File: src/core/sar_adc_pkg.sv
// package: register map, field positions and timing for the sar sequencer
package sar_adc_pkg;
   // register byte addresses (word aligned)
   localparam logic [3:0] MAIN_CTRL_ADDR = 4'h0;
   localparam logic [3:0] TIMING_CTRL_ADDR = 4'h4;
   localparam logic [3:0] RESULT_HIGH_ADDR = 4'h8;
   localparam logic [3:0] RESULT_LOW_ADDR = 4'hc;
   // field positions
   localparam int ENABLE_BIT = 0;
   localparam int START_BIT = 1;
   localparam int DONE_FLAG_BIT = 7;
   localparam int JUSTIFY_BIT = 7;
   localparam int ACQ_LSB = 3;
   localparam int CLK_LSB = 0;
   // reset values
   localparam logic [7:0] MAIN_CTRL_RESET = 8'h00;
   localparam logic [7:0] TIMING_CTRL_RESET = 8'h00;
   // timing: conversion in bit periods, rc start delay in clock cycles
   localparam int CONV_PERIODS = 11;
   localparam int RC_START_DELAY = 4;
   localparam int RESULT_BITS = 10;

   typedef enum logic [1:0] {
      ST_IDLE = 2'b00,
      ST_DELAY = 2'b01,
      ST_ACQUIRE = 2'b10,
      ST_CONVERT = 2'b11
   } seq_state_type;

   typedef struct packed {
      logic justifyRight;
      logic [2:0] acquireTimeSel;
      logic [2:0] convClockSel;
   } timing_type;
endpackage

File: src/core/sar_adc_sequencer.sv
// sar converter sequencer with wishbone register slave
`timescale 1ns/100ps
// Summary of operation
// - format bit set means right justified
// - acquire code picks 20..0 bit periods
// - clock code picks divider or rc clock
// - rc clock start delayed one instruction
// - sleep conversion needs rc clock source
// - one result bit per bit period
// - reset clears control registers and aborts conversion
// - done writes result, clears start, sets flag
// - result bytes have no reset value
// - sampling switch opens as conversion begins
// - nonzero acquire code times sampling automatically
// - acquire code zero converts at once
// - sampling resumes after every conversion
// - start bit stays set through both phases
// - bit six reads zero, ignores writes
// - enable bit zero, start bit one
// - conversion takes eleven bit periods
// - clearing start aborts, result unchanged
module sar_adc_sequencer #(
   parameter int DIV_MAX = 64,
   parameter int RC_DIV = 500
) (
   input wire logic clk,
   input wire logic rst,
   input wire logic wb_cyc_i,
   input wire logic wb_stb_i,
   input wire logic wb_we_i,
   input wire logic [3:0] wb_adr_i,
   input wire logic [3:0] wb_sel_i,
   input wire logic [31:0] wb_dat_i,
   output logic [31:0] wb_dat_o,
   output logic wb_ack_o,
   input wire logic compareHigh,
   output logic sampleSwitch,
   output logic [sar_adc_pkg::RESULT_BITS-1:0] trialCode,
   output logic converterPowered,
   output logic conversionDoneFlag
);
   // tick counter is ten bits wide
   if (DIV_MAX < 64 || DIV_MAX > 1024 || RC_DIV < 2
      || RC_DIV > 1023) begin : g_bad_divider
      $error("sar_adc_sequencer: divider parameters out of range");
   end

   // ----------------------------------------
   // registers
   // ----------------------------------------
   logic converterEnable;
   logic startBusy;
   sar_adc_pkg::timing_type timing;
   logic [7:0] resultHigh;
   logic [7:0] resultLow;
   sar_adc_pkg::seq_state_type state;
   logic [9:0] tickCount;
   logic tick;
   logic [4:0] periodCount;
   logic [9:0] sarValue;
   logic [3:0] bitIndex;
   logic done;

   wire logic access = wb_cyc_i && wb_stb_i && !wb_ack_o;
   // writes land at the edge where the master sees ack
   wire logic commit = wb_cyc_i && wb_stb_i && wb_ack_o;
   wire logic writeMain = commit && wb_we_i && wb_sel_i[0]
      && wb_adr_i == sar_adc_pkg::MAIN_CTRL_ADDR;
   wire logic writeTiming = commit && wb_we_i && wb_sel_i[0]
      && wb_adr_i == sar_adc_pkg::TIMING_CTRL_ADDR;
   wire logic writeHigh = commit && wb_we_i && wb_sel_i[0]
      && wb_adr_i == sar_adc_pkg::RESULT_HIGH_ADDR;
   wire logic writeLow = commit && wb_we_i && wb_sel_i[0]
      && wb_adr_i == sar_adc_pkg::RESULT_LOW_ADDR;
   wire logic isRc = timing.convClockSel[1:0] == 2'b11;

   function automatic logic [4:0] acquirePeriods(input logic [2:0] code);
      case (code)
         3'h7: acquirePeriods = 5'd20;
         3'h6: acquirePeriods = 5'd16;
         3'h5: acquirePeriods = 5'd12;
         3'h4: acquirePeriods = 5'd8;
         3'h3: acquirePeriods = 5'd6;
         3'h2: acquirePeriods = 5'd4;
         3'h1: acquirePeriods = 5'd2;
         default: acquirePeriods = 5'd0;
      endcase
   endfunction

   function automatic logic [9:0] clockDivide(input logic [2:0] code);
      case (code)
         3'h0: clockDivide = 10'd2;
         3'h1: clockDivide = 10'd8;
         3'h2: clockDivide = 10'd32;
         3'h4: clockDivide = 10'd4;
         3'h5: clockDivide = 10'd16;
         3'h6: clockDivide = 10'd64;
         default: clockDivide = 10'(RC_DIV);
      endcase
   endfunction

   // ----------------------------------------
   // bus slave
   // ----------------------------------------
   always_ff @(posedge clk or posedge rst) begin
      if (rst) begin
         wb_ack_o <= 1'b0;
      end else begin
         wb_ack_o <= access;
      end
   end

   always_ff @(posedge clk or posedge rst) begin
      if (rst) begin
         wb_dat_o <= 32'h0;
      end else if (access) begin
         case (wb_adr_i)
            sar_adc_pkg::MAIN_CTRL_ADDR:
               wb_dat_o <= {24'h0, conversionDoneFlag, 5'h0, startBusy,
                  converterEnable};
            sar_adc_pkg::TIMING_CTRL_ADDR:
               wb_dat_o <= {24'h0, timing.justifyRight, 1'b0,
                  timing.acquireTimeSel, timing.convClockSel};
            sar_adc_pkg::RESULT_HIGH_ADDR:
               wb_dat_o <= {24'h0, resultHigh};
            sar_adc_pkg::RESULT_LOW_ADDR:
               wb_dat_o <= {24'h0, resultLow};
            default:
               wb_dat_o <= 32'h0;
         endcase
      end
   end

   always_ff @(posedge clk or posedge rst) begin
      if (rst) begin
         timing <= '0;
      end else if (writeTiming) begin
         timing <= {wb_dat_i[7], wb_dat_i[5:0]};
      end
   end

   always_ff @(posedge clk or posedge rst) begin
      if (rst) begin
         converterEnable <= 1'b0;
      end else if (writeMain) begin
         converterEnable <= wb_dat_i[sar_adc_pkg::ENABLE_BIT];
      end
   end

   // start bit: software sets/clears, hardware clears on done
   always_ff @(posedge clk or posedge rst) begin
      if (rst) begin
         startBusy <= 1'b0;
      end else if (done) begin
         startBusy <= 1'b0;
      end else if (writeMain) begin
         startBusy <= wb_dat_i[sar_adc_pkg::START_BIT]
            && wb_dat_i[sar_adc_pkg::ENABLE_BIT];
      end else if (!converterEnable) begin
         startBusy <= 1'b0;
      end
   end

   // done flag: set wins over a software clear
   always_ff @(posedge clk or posedge rst) begin
      if (rst) begin
         conversionDoneFlag <= 1'b0;
      end else if (done) begin
         conversionDoneFlag <= 1'b1;
      end else if (writeMain && !wb_dat_i[sar_adc_pkg::DONE_FLAG_BIT]) begin
         conversionDoneFlag <= 1'b0;
      end
   end

   // result bytes carry no reset
   always_ff @(posedge clk) begin
      if (done) begin
         if (timing.justifyRight) begin
            resultHigh <= {6'h0, sarValue[9:8]};
            resultLow <= sarValue[7:0];
         end else begin
            resultHigh <= sarValue[9:2];
            resultLow <= {sarValue[1:0], 6'h0};
         end
      end else begin
         if (writeHigh) begin
            resultHigh <= wb_dat_i[7:0];
         end
         if (writeLow) begin
            resultLow <= wb_dat_i[7:0];
         end
      end
   end

   // ----------------------------------------
   // conversion clock tick
   // ----------------------------------------
   always_ff @(posedge clk or posedge rst) begin
      if (rst) begin
         tickCount <= 10'h0;
         tick <= 1'b0;
      end else if (state == sar_adc_pkg::ST_IDLE
         || state == sar_adc_pkg::ST_DELAY) begin
         tickCount <= 10'h0;
         tick <= 1'b0;
      end else if (tickCount >= clockDivide(timing.convClockSel) - 10'd1) begin
         tickCount <= 10'h0;
         tick <= 1'b1;
      end else begin
         tickCount <= tickCount + 10'd1;
         tick <= 1'b0;
      end
   end

   // ----------------------------------------
   // sequencer
   // ----------------------------------------
   always_ff @(posedge clk or posedge rst) begin
      if (rst) begin
         state <= sar_adc_pkg::ST_IDLE;
         periodCount <= 5'h0;
         sarValue <= 10'h0;
         bitIndex <= 4'h0;
         done <= 1'b0;
      end else begin
         done <= 1'b0;
         // no restart while the done pulse still sees start set
         if (!startBusy || !converterEnable || done) begin
            state <= sar_adc_pkg::ST_IDLE;
         end else begin
            case (state)
               sar_adc_pkg::ST_IDLE: begin
                  periodCount <= 5'h0;
                  if (isRc) begin
                     state <= sar_adc_pkg::ST_DELAY;
                  end else if (timing.acquireTimeSel == 3'h0) begin
                     state <= sar_adc_pkg::ST_CONVERT;
                     bitIndex <= 4'h0;
                     sarValue <= 10'h200;
                  end else begin
                     state <= sar_adc_pkg::ST_ACQUIRE;
                  end
               end
               sar_adc_pkg::ST_DELAY: begin
                  periodCount <= periodCount + 5'd1;
                  if (periodCount == 5'(sar_adc_pkg::RC_START_DELAY - 1)) begin
                     periodCount <= 5'h0;
                     state <= sar_adc_pkg::ST_ACQUIRE;
                  end
               end
               sar_adc_pkg::ST_ACQUIRE: begin
                  if (periodCount >= acquirePeriods(timing.acquireTimeSel)) begin
                     state <= sar_adc_pkg::ST_CONVERT;
                     bitIndex <= 4'h0;
                     sarValue <= 10'h200;
                  end else if (tick) begin
                     periodCount <= periodCount + 5'd1;
                  end
               end
               sar_adc_pkg::ST_CONVERT: begin
                  if (tick) begin
                     bitIndex <= bitIndex + 4'd1;
                     if (bitIndex >= 4'd1 && bitIndex <= 4'd10) begin
                        // keep or drop trial bit, try next
                        if (!compareHigh) begin
                           sarValue[4'd10 - bitIndex] <= 1'b0;
                        end
                        if (bitIndex < 4'd10) begin
                           sarValue[4'd9 - bitIndex] <= 1'b1;
                        end
                     end
                     if (bitIndex == 4'(sar_adc_pkg::CONV_PERIODS - 1)) begin
                        done <= 1'b1;
                        state <= sar_adc_pkg::ST_IDLE;
                     end
                  end
               end
               default: state <= sar_adc_pkg::ST_IDLE;
            endcase
         end
      end
   end

   // sampling closed while enabled, except while converting
   assign sampleSwitch = converterEnable
      && state != sar_adc_pkg::ST_CONVERT;
   assign trialCode = sarValue;
   assign converterPowered = converterEnable;

   // ----------------------------------------
   // assertions
   // ----------------------------------------
   a_switch_open: assert property (@(posedge clk) disable iff (rst)
      state == sar_adc_pkg::ST_CONVERT |-> !sampleSwitch)
      else $error("sample switch closed during conversion");
   a_done_clears_start: assert property (@(posedge clk) disable iff (rst)
      done |=> !startBusy && conversionDoneFlag)
      else $error("done did not clear start or set flag");
   a_disabled_no_start: assert property (@(posedge clk) disable iff (rst)
      !converterEnable && !writeMain |=> !startBusy)
      else $error("start set while disabled");
   a_manual_immediate: assert property (@(posedge clk) disable iff (rst)
      state == sar_adc_pkg::ST_IDLE && startBusy && converterEnable && !isRc
      && timing.acquireTimeSel == 3'h0 && !done && !writeMain
      |=> state == sar_adc_pkg::ST_CONVERT)
      else $error("manual mode did not convert at once");
   a_bit6_zero: assert property (@(posedge clk) disable iff (rst)
      $rose(wb_ack_o) && $past(wb_adr_i) == sar_adc_pkg::TIMING_CTRL_ADDR
      |-> wb_dat_o[6] == 1'b0)
      else $error("reserved bit read nonzero");
   a_abort_keeps: assert property (@(posedge clk) disable iff (rst)
      state == sar_adc_pkg::ST_CONVERT && !startBusy
      |=> $stable(resultHigh) && state == sar_adc_pkg::ST_IDLE)
      else $error("abort changed result");
   a_auto_acquire: assert property (@(posedge clk) disable iff (rst)
      state == sar_adc_pkg::ST_IDLE && startBusy && converterEnable && !isRc
      && timing.acquireTimeSel != 3'h0 && !writeMain && !done
      |=> state == sar_adc_pkg::ST_ACQUIRE)
      else $error("auto acquisition skipped");
   a_start_held: assert property (@(posedge clk) disable iff (rst)
      state == sar_adc_pkg::ST_ACQUIRE && !writeMain && converterEnable
      |-> startBusy)
      else $error("start bit dropped during acquisition");
   a_rc_delay: assert property (@(posedge clk) disable iff (rst)
      state == sar_adc_pkg::ST_IDLE && startBusy && converterEnable && isRc
      && !writeMain && !done |=> state == sar_adc_pkg::ST_DELAY)
      else $error("rc delay skipped");
   c_manual: cover property (@(posedge clk) disable iff (rst)
      done && timing.acquireTimeSel == 3'h0);
   c_auto: cover property (@(posedge clk) disable iff (rst)
      done && timing.acquireTimeSel == 3'h7);
   c_abort: cover property (@(posedge clk) disable iff (rst)
      state == sar_adc_pkg::ST_CONVERT && !startBusy);
   c_rc_done: cover property (@(posedge clk) disable iff (rst)
      done && isRc);
   c_start_refused: cover property (@(posedge clk) disable iff (rst)
      writeMain && wb_dat_i[sar_adc_pkg::START_BIT]
      && !wb_dat_i[sar_adc_pkg::ENABLE_BIT]);
endmodule

File: config.mk
export PLATFORM = sky130hd
export DESIGN_NAME = sar_adc_sequencer
export DESIGN_NICKNAME = d
export VERILOG_FILES = /design/src/core/sar_adc_pkg.sv /design/src/core/sar_adc_sequencer.sv
export SDC_FILE = /design/constraint.sdc
export NUM_CORES = 1
export LEC_CHECK = 0
export ABC_AREA = 1
export BUFFER_PORTS_ARGS = -buffer_cell sky130_fd_sc_hd__buf_2
export CAP_MARGIN = 40
export CORE_ASPECT_RATIO = 1.2
export CORE_MARGIN = 2
export CORE_UTILIZATION = 50
export DETAILED_ROUTE_END_ITERATION = 12
export PLACE_DENSITY_LB_ADDON = 0.15
export SETUP_SLACK_MARGIN = 0.2
export SYNTH_ARGS = -nofsm -noshare
export SYNTH_HDL_FRONTEND = slang
export SYNTH_SLANG_ARGS = --single-unit
export TNS_END_PERCENT = 1
File: constraint.sdc
create_clock -name clk -period 2.7 [get_ports clk]
set_clock_uncertainty 0.1 [all_clocks]
set_input_delay 0.135 -clock clk [delete_from_list [all_inputs] [get_ports clk]]
set_output_delay 0.135 -clock clk [all_outputs]
set_load 0.03 [all_outputs]
==> flow_summary.ini <==
[status]
status = finished, final reports clean

[critical_path]
crit_fanout = 7
path_cells = nor2_4 -> nand2_1 -> ha_2 -> buf_4 -> xor2_1 -> ha_1 -> a21oi_1 -> o21ai_0 -> nand2_1 -> o211ai_1 -> buf_4 -> nor2_1
worst_path_largest_cell_delay_ns = 0.47
critPathBufInv = 2
crit_required_ns = 2.85
critPathTopFamily = adder cells
critPathSlowestCell = dfrtp_2
cp.arrival_ns = 2.51
critPathKind = flop to flop
startpoint_type = flop
end_kind = flop

[yosys]
synth_area_per_cell_um2 = 7.603
syn_area_mm2 = 0.004379
ys.warnings.count = 0
syn_inst = 576
seq_area_frac_synth = 0.4069
synth-seq-cells = 68
synth.distinct_cells = 40

[finish]
antenna_cells = 0
syn2layout_area_growth_pct = 13.94
drive_gt1_frac = 0.1584
final_common_cell = nand2_1
layout_common_cells = 186 x nand2_1, 56 x inv_1, 50 x dfrtp_1
fin_nets = 713
final_area_mm2 = 0.004990

[sta]
timing.max_slew.rel_slack = 0.6328
slew_viol_final = 0
whs_ns = 0.02544
fmax_mhz = 424.1
worst_pin_slew_ns = 0.5500
period_share = 0.8733
grt_setup_unrepaired = false
period_needed_ns = 2.358
setup_viol = 0
finalHoldViolCount = 0
fin_setup_tns_ns = 0

[detailed_routing]
dr.pass1.iters = 5
drtAntennaViolNets = 0
via_count = 3773
wire_per_inst_um = 12.78
viasPerCell = 4.958
drtIter0Drc = 164
drc = 0
finalWirelength_um = 9724

[place]
gp_congestion = 0.8623
numPortBuffers = 40
dp_hpwl_um = 7243
place_area_mm2 = 0.004639

[cts]
ctsLongestPathBuffers = 2
htree_levels = 3
clkSinkCount = 68
cts-buffers-inserted = 9
cts_tree = done
clk_pin_slew_worst_paths_ns = 0.08
cts_root_buf = clkbuf_8
clk_latency_ns = 0.36

[global_route]
use_met3 = 0.04115
grt_pass1_vias = 3489
grt_use_met2 = 0.3466
grt_first_pass_wirelength_um = 16220
overflow = 0
busiest_layer = met2
grt_start_max_net_pins = 28
track_usage = 0.2189
antenna_found_initial = 0
gr-usage-met1 = 0.2869

[floorplan]
rows = 37
core_mm2 = 0.008564
ios = 92
die_h_um = 106.5
die_area_mm2 = 0.009526
die_w_um = 89.43
initial_core_util = 0.5113

[pwr]
intPower_mw = 1.876
pwr-share-seq = 0.399
power.leakage_nw = 2.542
clock_power_share = 0.277
p_switching_mw = 1.198
power_density_mw_per_mm2 = 616.2
combPwrFrac = 0.324
ir_worst_vdd_v = 0.0003616
swShare = 0.3897

[run]
drv_cap = 0

[hold_path]
min_path_type = input port to flop
==> worst reg2reg max path: stages, from the launching register on <==
cell and delay [ns]:
dfrtp_2 0.47, nor2_4 0.16, nand2_1 0.09, ha_2 0.18, buf_4 0.14, xor2_1 0.16
ha_1 0.30, a21oi_1 0.06, o21ai_0 0.17, nand2_1 0.07, o211ai_1 0.11, buf_4 0.20
nor2_1 0.05
==> stage by stage <==
step	instances	total power, mW	util	setup WS (ns)
global route	761	3.299	0.5826	0.2033
global placement	731	2.195	0.5417	0.2380
finish	761	3.075	0.5826	0.3420
detailed placement	731	2.209	0.5417	0.1507
CTS	755	3.087	0.5753	0.2236
floorplan	599	1.988	-	0.2935
==> logic make-up (layout without fill, tap and decap cells) <==
kind of cell,Yosys count,count (layout),share of synthesized area
AO/OA/AOI/OAI,61,61,0.08028
XOR/XNOR,6,6,0.01200
adder cells (fa/ha/maj),28,28,0.08000
buffers and inverters,95,140,0.1063
flip-flops,68,68,0.4069
other,1,24,0.0008563
AND/OR/NAND/NOR,317,317,0.3137
==> per-layer routing <==
metal	wire (µm)	up-vias
met3	353	18
li1	-	1944
met1	4491	1728
met5	0	-
met2	4653	83
met4	225	0
==> final timing paths <==
| check | cells after the start | slack [ns] | from | to |
|---|---|---|---|---|
| setup / recovery | 12 | 0.34 | timing[0] | tickCount[3] |
| hold / removal | 3 | 0.03 | wb_dat_i[6] | resultLow[6] |
| setup reg to reg | 12 | 0.34 | timing[0] | tickCount[3] |
| hold reg to reg | 2 | 0.38 | wb_dat_o[2] | wb_dat_o[2] |
| max in group asynchronous | 4 | 1.62 | rst | timing[0] |
| min in group asynchronous | 3 | 0.27 | rst | tickCount[0] |
==> registers in the layout (all words and copies together) (netlist names) <==
register	flops
trialCode	10
done	1
converterPowered	1
timing	7
state	2
resultHigh	8
wb_dat_o	8
wb_ack_o	1
periodCount	5
tick	1
tickCount	10
resultLow	8
startBusy	1
conversionDoneFlag	1
bitIndex	4
==> layout make-up <==
| type | count | area [µm²] |
|---|---|---|
| Fill cell | 807 | 3575 |
| Inverter | 62 | 232.7 |
| Tap cell | 117 | 146.4 |
| Timing Repair Buffer | 62 | 385.4 |
| Multi-Input combinational cell | 436 | 2242 |
| Clock inverter | 7 | 75.07 |
| Clock buffer | 9 | 123.9 |
| Sequential cell | 68 | 1784 |
==> synthesized netlist by cell type, drive strengths merged <==
library cell	instances	area (µm²)
nand2	189	719.4
inv	62	232.7
nor2	54	215.2
dfrtp	52	1301
nand3	46	235.2
ha	28	350.3
buf	27	207.7
o21ai	27	138.9
a21oi	24	138.9
edfxtp	16	480.5
nand4	14	87.58
clkbuf	6	25.02
nor3	6	56.31
o22ai	5	31.28
xor2	5	43.79
nand3b	3	22.52
or2	3	18.77
o31ai	2	15.01
a31oi	1	12.51
conb	1	3.750
nor3b	1	12.51
nor4	1	6.260
o211ai	1	7.510
o21a	1	7.510
xnor2	1	8.760
==> power by group through the flow <==
| stage | Combinational [mW] | Clock [mW] | Sequential, mW |
|---|---|---|---|
| after floorplan | 0.719 | 0 | 1.27 |
| after global placement | 0.952 | 0 | 1.24 |
| final | 0.997 | 0.851 | 1.23 |
| after detailed placement | 0.964 | 0 | 1.25 |
| after CTS | 0.989 | 0.874 | 1.22 |
| after global routing | 1.14 | 0.920 | 1.24 |
==> repair_timing <==
action / 4_1_cts / 5_1_grt
endpoints found under the setup margin: 11 / 11
hold buffers: 8 / 0
setup buffers: 0 / 6
pin swaps: 0 / 2
hold endpoints to repair: 35 / 0
resized for setup: 4 / 5
No activity file was read; power rests on OpenSTA's default activity.
